### src/rtl/uart_sfc_pkg.sv
package uart_sfc_pkg;
    // ----------------------------------------------------------------
    // register map (byte addresses, one word each)
    // ----------------------------------------------------------------
    localparam logic [7:0] CTRL_OFS = 8'h00;
    localparam logic [7:0] CHARS_OFS = 8'h04;
    localparam logic [7:0] LEVEL_OFS = 8'h08;
    localparam logic [7:0] STAT_OFS = 8'h0c;
    localparam logic [7:0] IRQ_EN_OFS = 8'h10;
    localparam logic [7:0] IRQ_CLR_OFS = 8'h14;
    localparam int LEVEL_W = 5;
    localparam logic [31:0] CHARS_RST = 32'h13111311;
    localparam logic [LEVEL_W-1:0] LEVEL_RST = 5'h08;
    // ----------------------------------------------------------------
    // match and insertion modes
    // ----------------------------------------------------------------
    localparam logic [1:0] MODE_OFF = 2'b00;
    localparam logic [1:0] MODE_ONE = 2'b01;
    localparam logic [1:0] MODE_TWO = 2'b10;
    localparam logic [1:0] MODE_BOTH = 2'b11;
    // control word, bit 7 downward
    typedef struct packed {
        logic resume_match_strategy;
        logic special_char_detect_en;
        logic resume_on_any_char;
        logic [1:0] tx_insert_mode;
        logic [1:0] rx_match_mode;
        logic sw_flow_enable;
    } ctrl_type;
    localparam int CTRL_W = 8;
    // character registers, bit 31 downward
    typedef struct packed {
        logic [7:0] resume_char_two;
        logic [7:0] pause_char_two;
        logic [7:0] resume_char_one;
        logic [7:0] pause_char_one;
    } chars_type;
    // one received character with its line status
    typedef struct packed {
        logic valid;
        logic err;
        logic [7:0] data;
    } rx_char_type;
    typedef enum logic [1:0] {
        TX_IDLE = 2'b00,
        TX_PAUSE = 2'b01,
        TX_STOPPED = 2'b10,
        TX_RESUME = 2'b11
    } tx_state_type;
endpackage : uart_sfc_pkg

### src/rtl/uart_sw_flow.sv
// Notes on behaviour
// rx_match_mode picks none, pair one, pair two or both; enable gates all.
// tx_insert_mode picks none, pair one or pair two for insertion; mode both inserts pair one.
// pause match halts transmitter only after current character finishes.
// pause match sets pause_raw_flag; enabled flag drives interrupt output.
// while paused, resume match clears raw flag and lets transmission resume.
// resume_on_any_char: any character resumes; all but pause characters are still stored.
// matched pause/resume characters are not stored, except listed modes.
// line errors do not prevent pause or resume matches.
// occupancy above trigger inserts pause, then sets remote_tx_stopped_flag.
// occupancy below trigger inserts resume and clears stopped flag.
// disabling flow control after pause sent inserts resume, clears flag.
// inserted characters use the normal transmitter framing path.
// software polls stopped flag before reading receive FIFO.
// software never enables hardware and software flow control together.
// resume_match_strategy selects how resume characters are matched.
// mode both needs pause one then pause two back to back.
// pause/resume values sit in writable registers read by both paths.
`timescale 1ns/10ps
`default_nettype none
module uart_sw_flow
    import uart_sfc_pkg::*;
(
    // clock and reset
    input wire logic i_mclk,
    input wire logic i_sys_rst,
    // apb slave
    input wire logic i_psel,
    input wire logic i_penable,
    input wire logic i_pwrite,
    input wire logic [7:0] i_paddr,
    input wire logic [31:0] i_pwdata,
    output logic [31:0] o_prdata,
    output logic o_pready,
    output logic o_pslverr,
    // receiver side
    input wire rx_char_type i_rx,
    input wire logic [LEVEL_W:0] i_rx_fifo_level,
    output logic o_rx_wr,
    output logic [7:0] o_rx_wr_data,
    // transmitter side
    input wire logic i_tx_busy,
    output logic o_tx_halt,
    output logic o_ins_valid,
    output logic [7:0] o_ins_char,
    input wire logic i_ins_done,
    // interrupt
    output logic o_irq
);
    // ----------------------------------------------------------------
    // helpers
    // ----------------------------------------------------------------
    // which pairs of a mode hold the given character
    function automatic logic [1:0] pair_hit(input logic [1:0] mode,
            input logic [7:0] ch, input logic [7:0] c1,
            input logic [7:0] c2);
        pair_hit = {mode[1] & (ch == c2), mode[0] & (ch == c1)};
    endfunction : pair_hit

    ctrl_type ctrl_ff;
    chars_type chars_ff;
    logic [LEVEL_W-1:0] level_ff;
    logic irq_en_ff;
    logic pause_raw_flag_ff;
    logic remote_tx_stopped_flag_ff;
    logic pause_pend_ff;
    logic prev_p1_ff;
    logic [1:0] pair_ff;
    tx_state_type tx_state_ff;
    logic ins_one_ff;
    logic [31:0] nxt_rdata;
    logic acc;
    logic wr_en;
    logic clr_wr;
    logic flow_on;
    logic paused;
    logic [1:0] pm;
    logic [1:0] rm;
    logic pause_hit;
    logic resume_hit;
    logic spec_hit;
    logic consumed;
    logic above;
    logic below;
    logic ins_on;

    // ----------------------------------------------------------------
    // apb slave
    // ----------------------------------------------------------------
    // one wait state: pready rises in the second access cycle
    assign acc = i_psel & i_penable & ~o_pready;
    assign wr_en = acc & i_pwrite;
    assign clr_wr = wr_en & (i_paddr == IRQ_CLR_OFS) & i_pwdata[0];

    always_comb begin
        nxt_rdata = '0;
        case (i_paddr)
            CTRL_OFS: nxt_rdata[CTRL_W-1:0] = ctrl_ff;
            CHARS_OFS: nxt_rdata = chars_ff;
            LEVEL_OFS: nxt_rdata[LEVEL_W-1:0] = level_ff;
            STAT_OFS: nxt_rdata[2:0] = {o_tx_halt,
                remote_tx_stopped_flag_ff, pause_raw_flag_ff};
            IRQ_EN_OFS: nxt_rdata[0] = irq_en_ff;
            default: nxt_rdata = '0;
        endcase
    end

    // bus answer; unmapped addresses return an error, clear reads zero
    always_ff @(posedge i_mclk or posedge i_sys_rst) begin
        if (i_sys_rst) begin
            o_pready <= 1'b0;
            o_pslverr <= 1'b0;
            o_prdata <= '0;
        end else begin
            o_pready <= acc;
            o_pslverr <= acc & (i_paddr > IRQ_CLR_OFS
                | i_paddr[1:0] != 2'b00);
            o_prdata <= (acc & ~i_pwrite) ? nxt_rdata : '0;
        end
    end

    // writable configuration; values feed comparator and inserter
    always_ff @(posedge i_mclk or posedge i_sys_rst) begin
        if (i_sys_rst) begin
            ctrl_ff <= '0;
            chars_ff <= CHARS_RST;
            level_ff <= LEVEL_RST;
            irq_en_ff <= 1'b0;
        end else if (wr_en) begin
            if (i_paddr == CTRL_OFS)
                ctrl_ff <= i_pwdata[CTRL_W-1:0];
            if (i_paddr == CHARS_OFS)
                chars_ff <= i_pwdata;
            if (i_paddr == LEVEL_OFS)
                level_ff <= i_pwdata[LEVEL_W-1:0];
            if (i_paddr == IRQ_EN_OFS)
                irq_en_ff <= i_pwdata[0];
        end
    end

    // ----------------------------------------------------------------
    // receive matching
    // ----------------------------------------------------------------
    // special character detection turns receive flow control off; insertion stays on
    assign flow_on = ctrl_ff.sw_flow_enable
        & ~ctrl_ff.special_char_detect_en;
    assign paused = pause_pend_ff | o_tx_halt;
    // line error bits are deliberately ignored by the comparators
    assign pm = flow_on ? pair_hit(ctrl_ff.rx_match_mode, i_rx.data,
        chars_ff.pause_char_one, chars_ff.pause_char_two) : 2'b00;
    assign rm = flow_on ? pair_hit(ctrl_ff.rx_match_mode, i_rx.data,
        chars_ff.resume_char_one, chars_ff.resume_char_two) : 2'b00;
    // in mode both the two pause characters must arrive in sequence
    assign pause_hit = i_rx.valid & ~paused
        & ((ctrl_ff.rx_match_mode == MODE_BOTH)
        ? (pm[1] & prev_p1_ff) : (|pm));
    // strategy 0 wants the pair that paused, 1 any enabled pair
    assign resume_hit = i_rx.valid & paused & flow_on
        & (ctrl_ff.resume_on_any_char
        | (ctrl_ff.resume_match_strategy ? (|rm)
        : (|(rm & pair_ff))));
    assign spec_hit = i_rx.valid & ctrl_ff.special_char_detect_en
        & (i_rx.data == chars_ff.pause_char_two);
    // resume-any characters and special characters still go to fifo
    assign consumed = ((|pm) | (|rm & ~ctrl_ff.resume_on_any_char))
        & flow_on;

    // tracks last character for the two-character pause sequence
    always_ff @(posedge i_mclk or posedge i_sys_rst) begin
        if (i_sys_rst)
            prev_p1_ff <= 1'b0;
        else if (i_rx.valid)
            prev_p1_ff <= pm[0];
    end

    // pause request waits until the character on the wire is done
    always_ff @(posedge i_mclk or posedge i_sys_rst) begin
        if (i_sys_rst) begin
            pause_pend_ff <= 1'b0;
            o_tx_halt <= 1'b0;
            pair_ff <= 2'b00;
        end else if (resume_hit | ~flow_on) begin
            pause_pend_ff <= 1'b0;
            o_tx_halt <= 1'b0;
        end else if (pause_hit) begin
            pause_pend_ff <= 1'b1;
            pair_ff <= (ctrl_ff.rx_match_mode == MODE_BOTH)
                ? MODE_BOTH : pm;
        end else if (pause_pend_ff & ~i_tx_busy) begin
            pause_pend_ff <= 1'b0;
            o_tx_halt <= 1'b1;
        end
    end

    // raw flag: hardware set wins over a software clear
    always_ff @(posedge i_mclk or posedge i_sys_rst) begin
        if (i_sys_rst)
            pause_raw_flag_ff <= 1'b0;
        else if (pause_hit | spec_hit)
            pause_raw_flag_ff <= 1'b1;
        else if (resume_hit | clr_wr)
            pause_raw_flag_ff <= 1'b0;
    end

    // interrupt level follows the enabled status one cycle later
    always_ff @(posedge i_mclk or posedge i_sys_rst) begin
        if (i_sys_rst)
            o_irq <= 1'b0;
        else
            o_irq <= pause_raw_flag_ff & irq_en_ff;
    end

    // forward characters that flow control did not swallow
    always_ff @(posedge i_mclk or posedge i_sys_rst) begin
        if (i_sys_rst) begin
            o_rx_wr <= 1'b0;
            o_rx_wr_data <= '0;
        end else begin
            o_rx_wr <= i_rx.valid & ~consumed;
            o_rx_wr_data <= i_rx.data;
        end
    end

    // ----------------------------------------------------------------
    // transmit insertion
    // ----------------------------------------------------------------
    assign ins_on = ctrl_ff.sw_flow_enable
        & (ctrl_ff.tx_insert_mode != MODE_OFF);
    assign above = i_rx_fifo_level > {1'b0, level_ff};
    assign below = i_rx_fifo_level < {1'b0, level_ff};

    // inserted characters enter the normal transmitter, so they get
    // the programmed word length, parity and stop bits
    always_ff @(posedge i_mclk or posedge i_sys_rst) begin
        if (i_sys_rst) begin
            tx_state_ff <= TX_IDLE;
            o_ins_valid <= 1'b0;
            o_ins_char <= '0;
            remote_tx_stopped_flag_ff <= 1'b0;
            ins_one_ff <= 1'b0;
        end else begin
            case (tx_state_ff)
                TX_IDLE: begin
                    if (ins_on & above) begin
                        tx_state_ff <= TX_PAUSE;
                        o_ins_valid <= 1'b1;
                        // kept: a disable clears the mode field
                        ins_one_ff <= ctrl_ff.tx_insert_mode[0];
                        o_ins_char <= ctrl_ff.tx_insert_mode[0]
                            ? chars_ff.pause_char_one
                            : chars_ff.pause_char_two;
                    end
                end
                TX_PAUSE: begin
                    if (i_ins_done) begin
                        o_ins_valid <= 1'b0;
                        remote_tx_stopped_flag_ff <= 1'b1;
                        tx_state_ff <= TX_STOPPED;
                    end
                end
                TX_STOPPED: begin
                    if (below | ~ins_on) begin
                        tx_state_ff <= TX_RESUME;
                        o_ins_valid <= 1'b1;
                        o_ins_char <= ins_one_ff
                            ? chars_ff.resume_char_one
                            : chars_ff.resume_char_two;
                    end
                end
                TX_RESUME: begin
                    if (i_ins_done) begin
                        o_ins_valid <= 1'b0;
                        remote_tx_stopped_flag_ff <= 1'b0;
                        tx_state_ff <= TX_IDLE;
                    end
                end
                default: tx_state_ff <= TX_IDLE;
            endcase
        end
    end
endmodule : uart_sw_flow
`default_nettype wire

### config.mk
export PLATFORM = sky130hd
export DESIGN_NAME = uart_sw_flow
export DESIGN_NICKNAME = d
export VERILOG_FILES = /design/src/rtl/uart_sfc_pkg.sv /design/src/rtl/uart_sw_flow.sv
export SDC_FILE = /design/constraint.sdc
export NUM_CORES = 1
export LEC_CHECK = 0
export ABC_AREA = 1
export BUFFER_PORTS_ARGS = -buffer_cell sky130_fd_sc_hd__buf_2
export CAP_MARGIN = 30
export CORE_MARGIN = 2
export CORE_UTILIZATION = 26
export DETAILED_ROUTE_END_ITERATION = 7
export GPL_ROUTABILITY_DRIVEN = 0
export PLACE_DENSITY = 0.51
export SLEW_MARGIN = 20
export SYNTH_ARGS = -nofsm -noshare
export SYNTH_HDL_FRONTEND = slang
export SYNTH_SLANG_ARGS = --single-unit
### constraint.sdc
create_clock -name i_mclk -period 4.2 [get_ports i_mclk]
set_input_delay 0 -clock i_mclk [delete_from_list [all_inputs] [get_ports i_mclk]]
set_output_delay 0 -clock i_mclk [all_outputs]
set_load 0.05 [all_outputs]
==> impl_metrics.json <==
{
  "synthArstFlopShare": 1.000,
  "cp_max_fo": 30,
  "initial_core_util": 0.2626,
  "min_path_cells": 4,
  "power_frac_clock": 0.309,
  "layout_common_cells": "nand2_1 (128), buf_2 (115), dfrtp_1 (98), inv_1 (73), nor2_1 (49)",
  "ioPinCount": 117,
  "drtAntennaViolNets": 0,
  "grt.met2_usage": 0.2417,
  "met3_usage": 0.02438,
  "maxCapViolations": 0,
  "overflow": 0,
  "cp-end-kind": "register",
  "synth-edff-count": 0,
  "critical_path.startpoint_type": "input pin",
  "cts_sinks": 109,
  "antenna_found_initial": 0,
  "comb_power_share": 0.263,
  "p_int_w": 0.001765,
  "timing.final.hold_violations": 0,
  "synth_area_sq_um": 5263,
  "report.final.slew_viol_count": 0,
  "grt_max_degree": 56,
  "p_sw_w": 0.0009362,
  "drc": 0,
  "fp.dieH_um": 146.3,
  "hold_slack_ns": 0.04012,
  "routedWlPerCell_um": 14.44,
  "grt.met1_usage": 0.1931,
  "hold_path.class": "input pin to register",
  "areaGrowthSynthToFinish_pct": 31.19,
  "fin_nets": 832,
  "p_per_area_nw_per_um2": 391.2,
  "h-tree-depth": 3,
  "r2r_cells": 11,
  "p_sw_frac": 0.3466,
  "seq_power_share": 0.428,
  "period_minus_slack_ns": 2.329,
  "worstPathRequired_ns": 4.45,
  "core-area_sq_um": 20040,
  "max_freq_mhz": 429.4,
  "outcome": "complete, no violations",
  "p_leak_nw": 3.456,
  "clk_pin_slew_ns": 0.08,
  "first_pass_iters": 4,
  "finalCritPeriodShare": 0.5545,
  "dp_hpwl_um": 10930,
  "diodes": 0,
  "cts_tree": "built",
  "fp.dieW_um": 146.3,
  "grt_pass1_vias": 4543,
  "fillCellCount": 2155,
  "ctsRootBufferMaster": "clkbuf_16",
  "grt_use_total": 0.1454,
  "die_area_sq_um": 21390,
  "rsz0062_at_grt": "no",
  "synthCells": 600,
  "synth.top_cell.area_share": 0.4660,
  "hold_start": "i_paddr[2]",
  "vias_per_cell": 4.296,
  "tightest_slew_ns": 0.5669,
  "maxSlewHeadroom": 0.6216,
  "r2r_start": "level_ff[3]",
  "cts_setup_buffers": 0,
  "yosys.area.top_type": "dfrtp_1",
  "crit_type": "input pin to register",
  "numCtsBuffers": 9,
  "cp-startpoint": "i_penable",
  "finalClockSkew_ns": 0.008230,
  "synth_area_leaders": "dfrtp_1 (47%), nand2_1 (9.1%), dfstp_2 (5.5%)",
  "finalSetupViolCount": 0,
  "vdd.ir_drop.worst_v": 0.0002010,
  "rows": 52,
  "synth_area_per_cell_sq_um": 8.771,
  "vias": 4446,
  "arrival_ns": 2.58,
  "routed_wl_um": 14940,
  "drt_iter0_markers": 243,
  "clock_latency_ns": 0.36,
  "clockBufferDepth": 2,
  "syn_nets": 672,
  "tns_ns": 0,
  "port_buffers": 115,
  "synth_ff_type": "dfrtp_1",
  "ys_warn_count": 0,
  "ys_ff_latch": 109,
  "top_usage_layer": "met2",
  "ys_types": 39,
  "drive_gt1_frac": 0.2588,
  "grt_pass1_wl_um": 24230,
  "final_common_cell": "nand2_1",
  "yosysSeqAreaShare": 0.5209
}
power groups by stage:
stage | Clock, W | Combinational (W) | Sequential (W)
global route | 0.000907 | 0.000792 | 0.00117
finish | 0.000836 | 0.000709 | 0.00116
CTS | 0.000863 | 0.000723 | 0.00116
global placement | 0 | 0.000680 | 0.00118
detailed placement | 0 | 0.000688 | 0.00118
floorplan | 0 | 0.000341 | 0.00132
cell type report:
class | instances | area (sq um) | area share
flip-flops and latches | 109 | 2741 | 0.3971
multi-input cells | 393 | 2117 | 0.3066
repair buffers | 167 | 1119 | 0.1620
well taps | 270 | 337.8 | 0.04893
inverters | 80 | 304.0 | 0.04404
clock buffers | 11 | 242.7 | 0.03516
clock inverters | 5 | 42.54 | 0.006162
sequential cells by signal, indices dropped and copies added (netlist names), 2 cells and up:
name / count
chars_ff: 32
ctrl_ff: 8
level_ff: 5
o_ins_char: 8
o_prdata: 32
o_rx_wr_data: 8
pair_ff: 2
tx_state_ff: 2
worst paths after layout:
path / end / slack, ns
worst max-delay path: chars_ff[23] / 1.87
worst min-delay path: o_prdata[0] / 0.04
worst max register to register: tx_state_ff[1] / 2.08
worst min register to register: o_pready / 0.46
max in group asynchronous: chars_ff[12] / 2.98
min in group asynchronous: o_prdata[20] / 0.13
through the flow:
stage,util,cell area (sq um),setup WS (ns),std cells,power [W]
6_report,0.3445,6904,1.871,1035,0.002701
5_1_grt,0.3445,6904,1.706,1035,0.002864
4_1_cts,0.3435,6884,1.502,1034,0.002744
2_1_floorplan,-,5263,1.344,600,0.001657
3_5_place_dp,0.3053,6118,1.870,970,0.001865
3_3_place_gp,0.3039,6091,1.891,969,0.001857
worst max-delay path: stages:
cell and delay, ns:
dlygate4sd3_1 0.52, buf_2 0.09, nand2_1 0.03, dlygate4sd3_1 0.55, nor2_1 0.15, inv_2 0.07, nor2_2 0.26, nand2_2 0.24
buf_12 0.24, buf_4 0.23, nor2_1 0.14, a21oi_2 0.04
synthesized netlist by cell type (2+ instances only):
| library cell | number |
|---|---|
| nand3_1 | 21 |
| a21oi_2 | 17 |
| ha_1 | 9 |
| xnor2_1 | 10 |
| inv_1 | 74 |
| nor2_2 | 4 |
| nor2_4 | 2 |
| dfstp_2 | 11 |
| buf_6 | 4 |
| clkbuf_1 | 10 |
| a21oi_1 | 27 |
| o22ai_1 | 6 |
| and2_1 | 2 |
| nor2_1 | 49 |
| mux2_4 | 7 |
| nand2_4 | 2 |
| nor3_1 | 24 |
| nand2_2 | 6 |
| inv_2 | 5 |
| o21ai_2 | 2 |
| nand4_1 | 5 |
| o21ai_1 | 27 |
| a32oi_1 | 2 |
| nand3_2 | 3 |
| a31oi_1 | 2 |
| nand2_1 | 128 |
| dfrtp_1 | 98 |
| o21ai_0 | 25 |
| buf_2 | 4 |
| xor2_1 | 5 |
timing repair:
action,in CTS,in global routing
gates resized for setup,0,0
hold endpoints to repair,133,0
hold buffers,48,0
endpoints found under the setup margin,0,0
per-layer routing:
metal  vias up  part of all wire
met2        90              0.47
met5         -                 0
met1      2089              0.47
met3        15             0.039
met4         0             0.016
li1       2252                 -
logic make-up (layout without fill, tap and decap cells):
kind of cell,Yosys count,count (layout),share of synthesized area
AND/OR/NAND/NOR,252,252,0.2135
AO/OA/AOI/OAI,110,110,0.1224
flip-flops,109,109,0.5209
buffers and inverters,98,263,0.07680
XOR/XNOR,15,15,0.02496
adder cells (fa/ha/maj),9,9,0.02140
multiplexers,7,7,0.01997
Note: power is estimated with default switching activity, not from simulation.
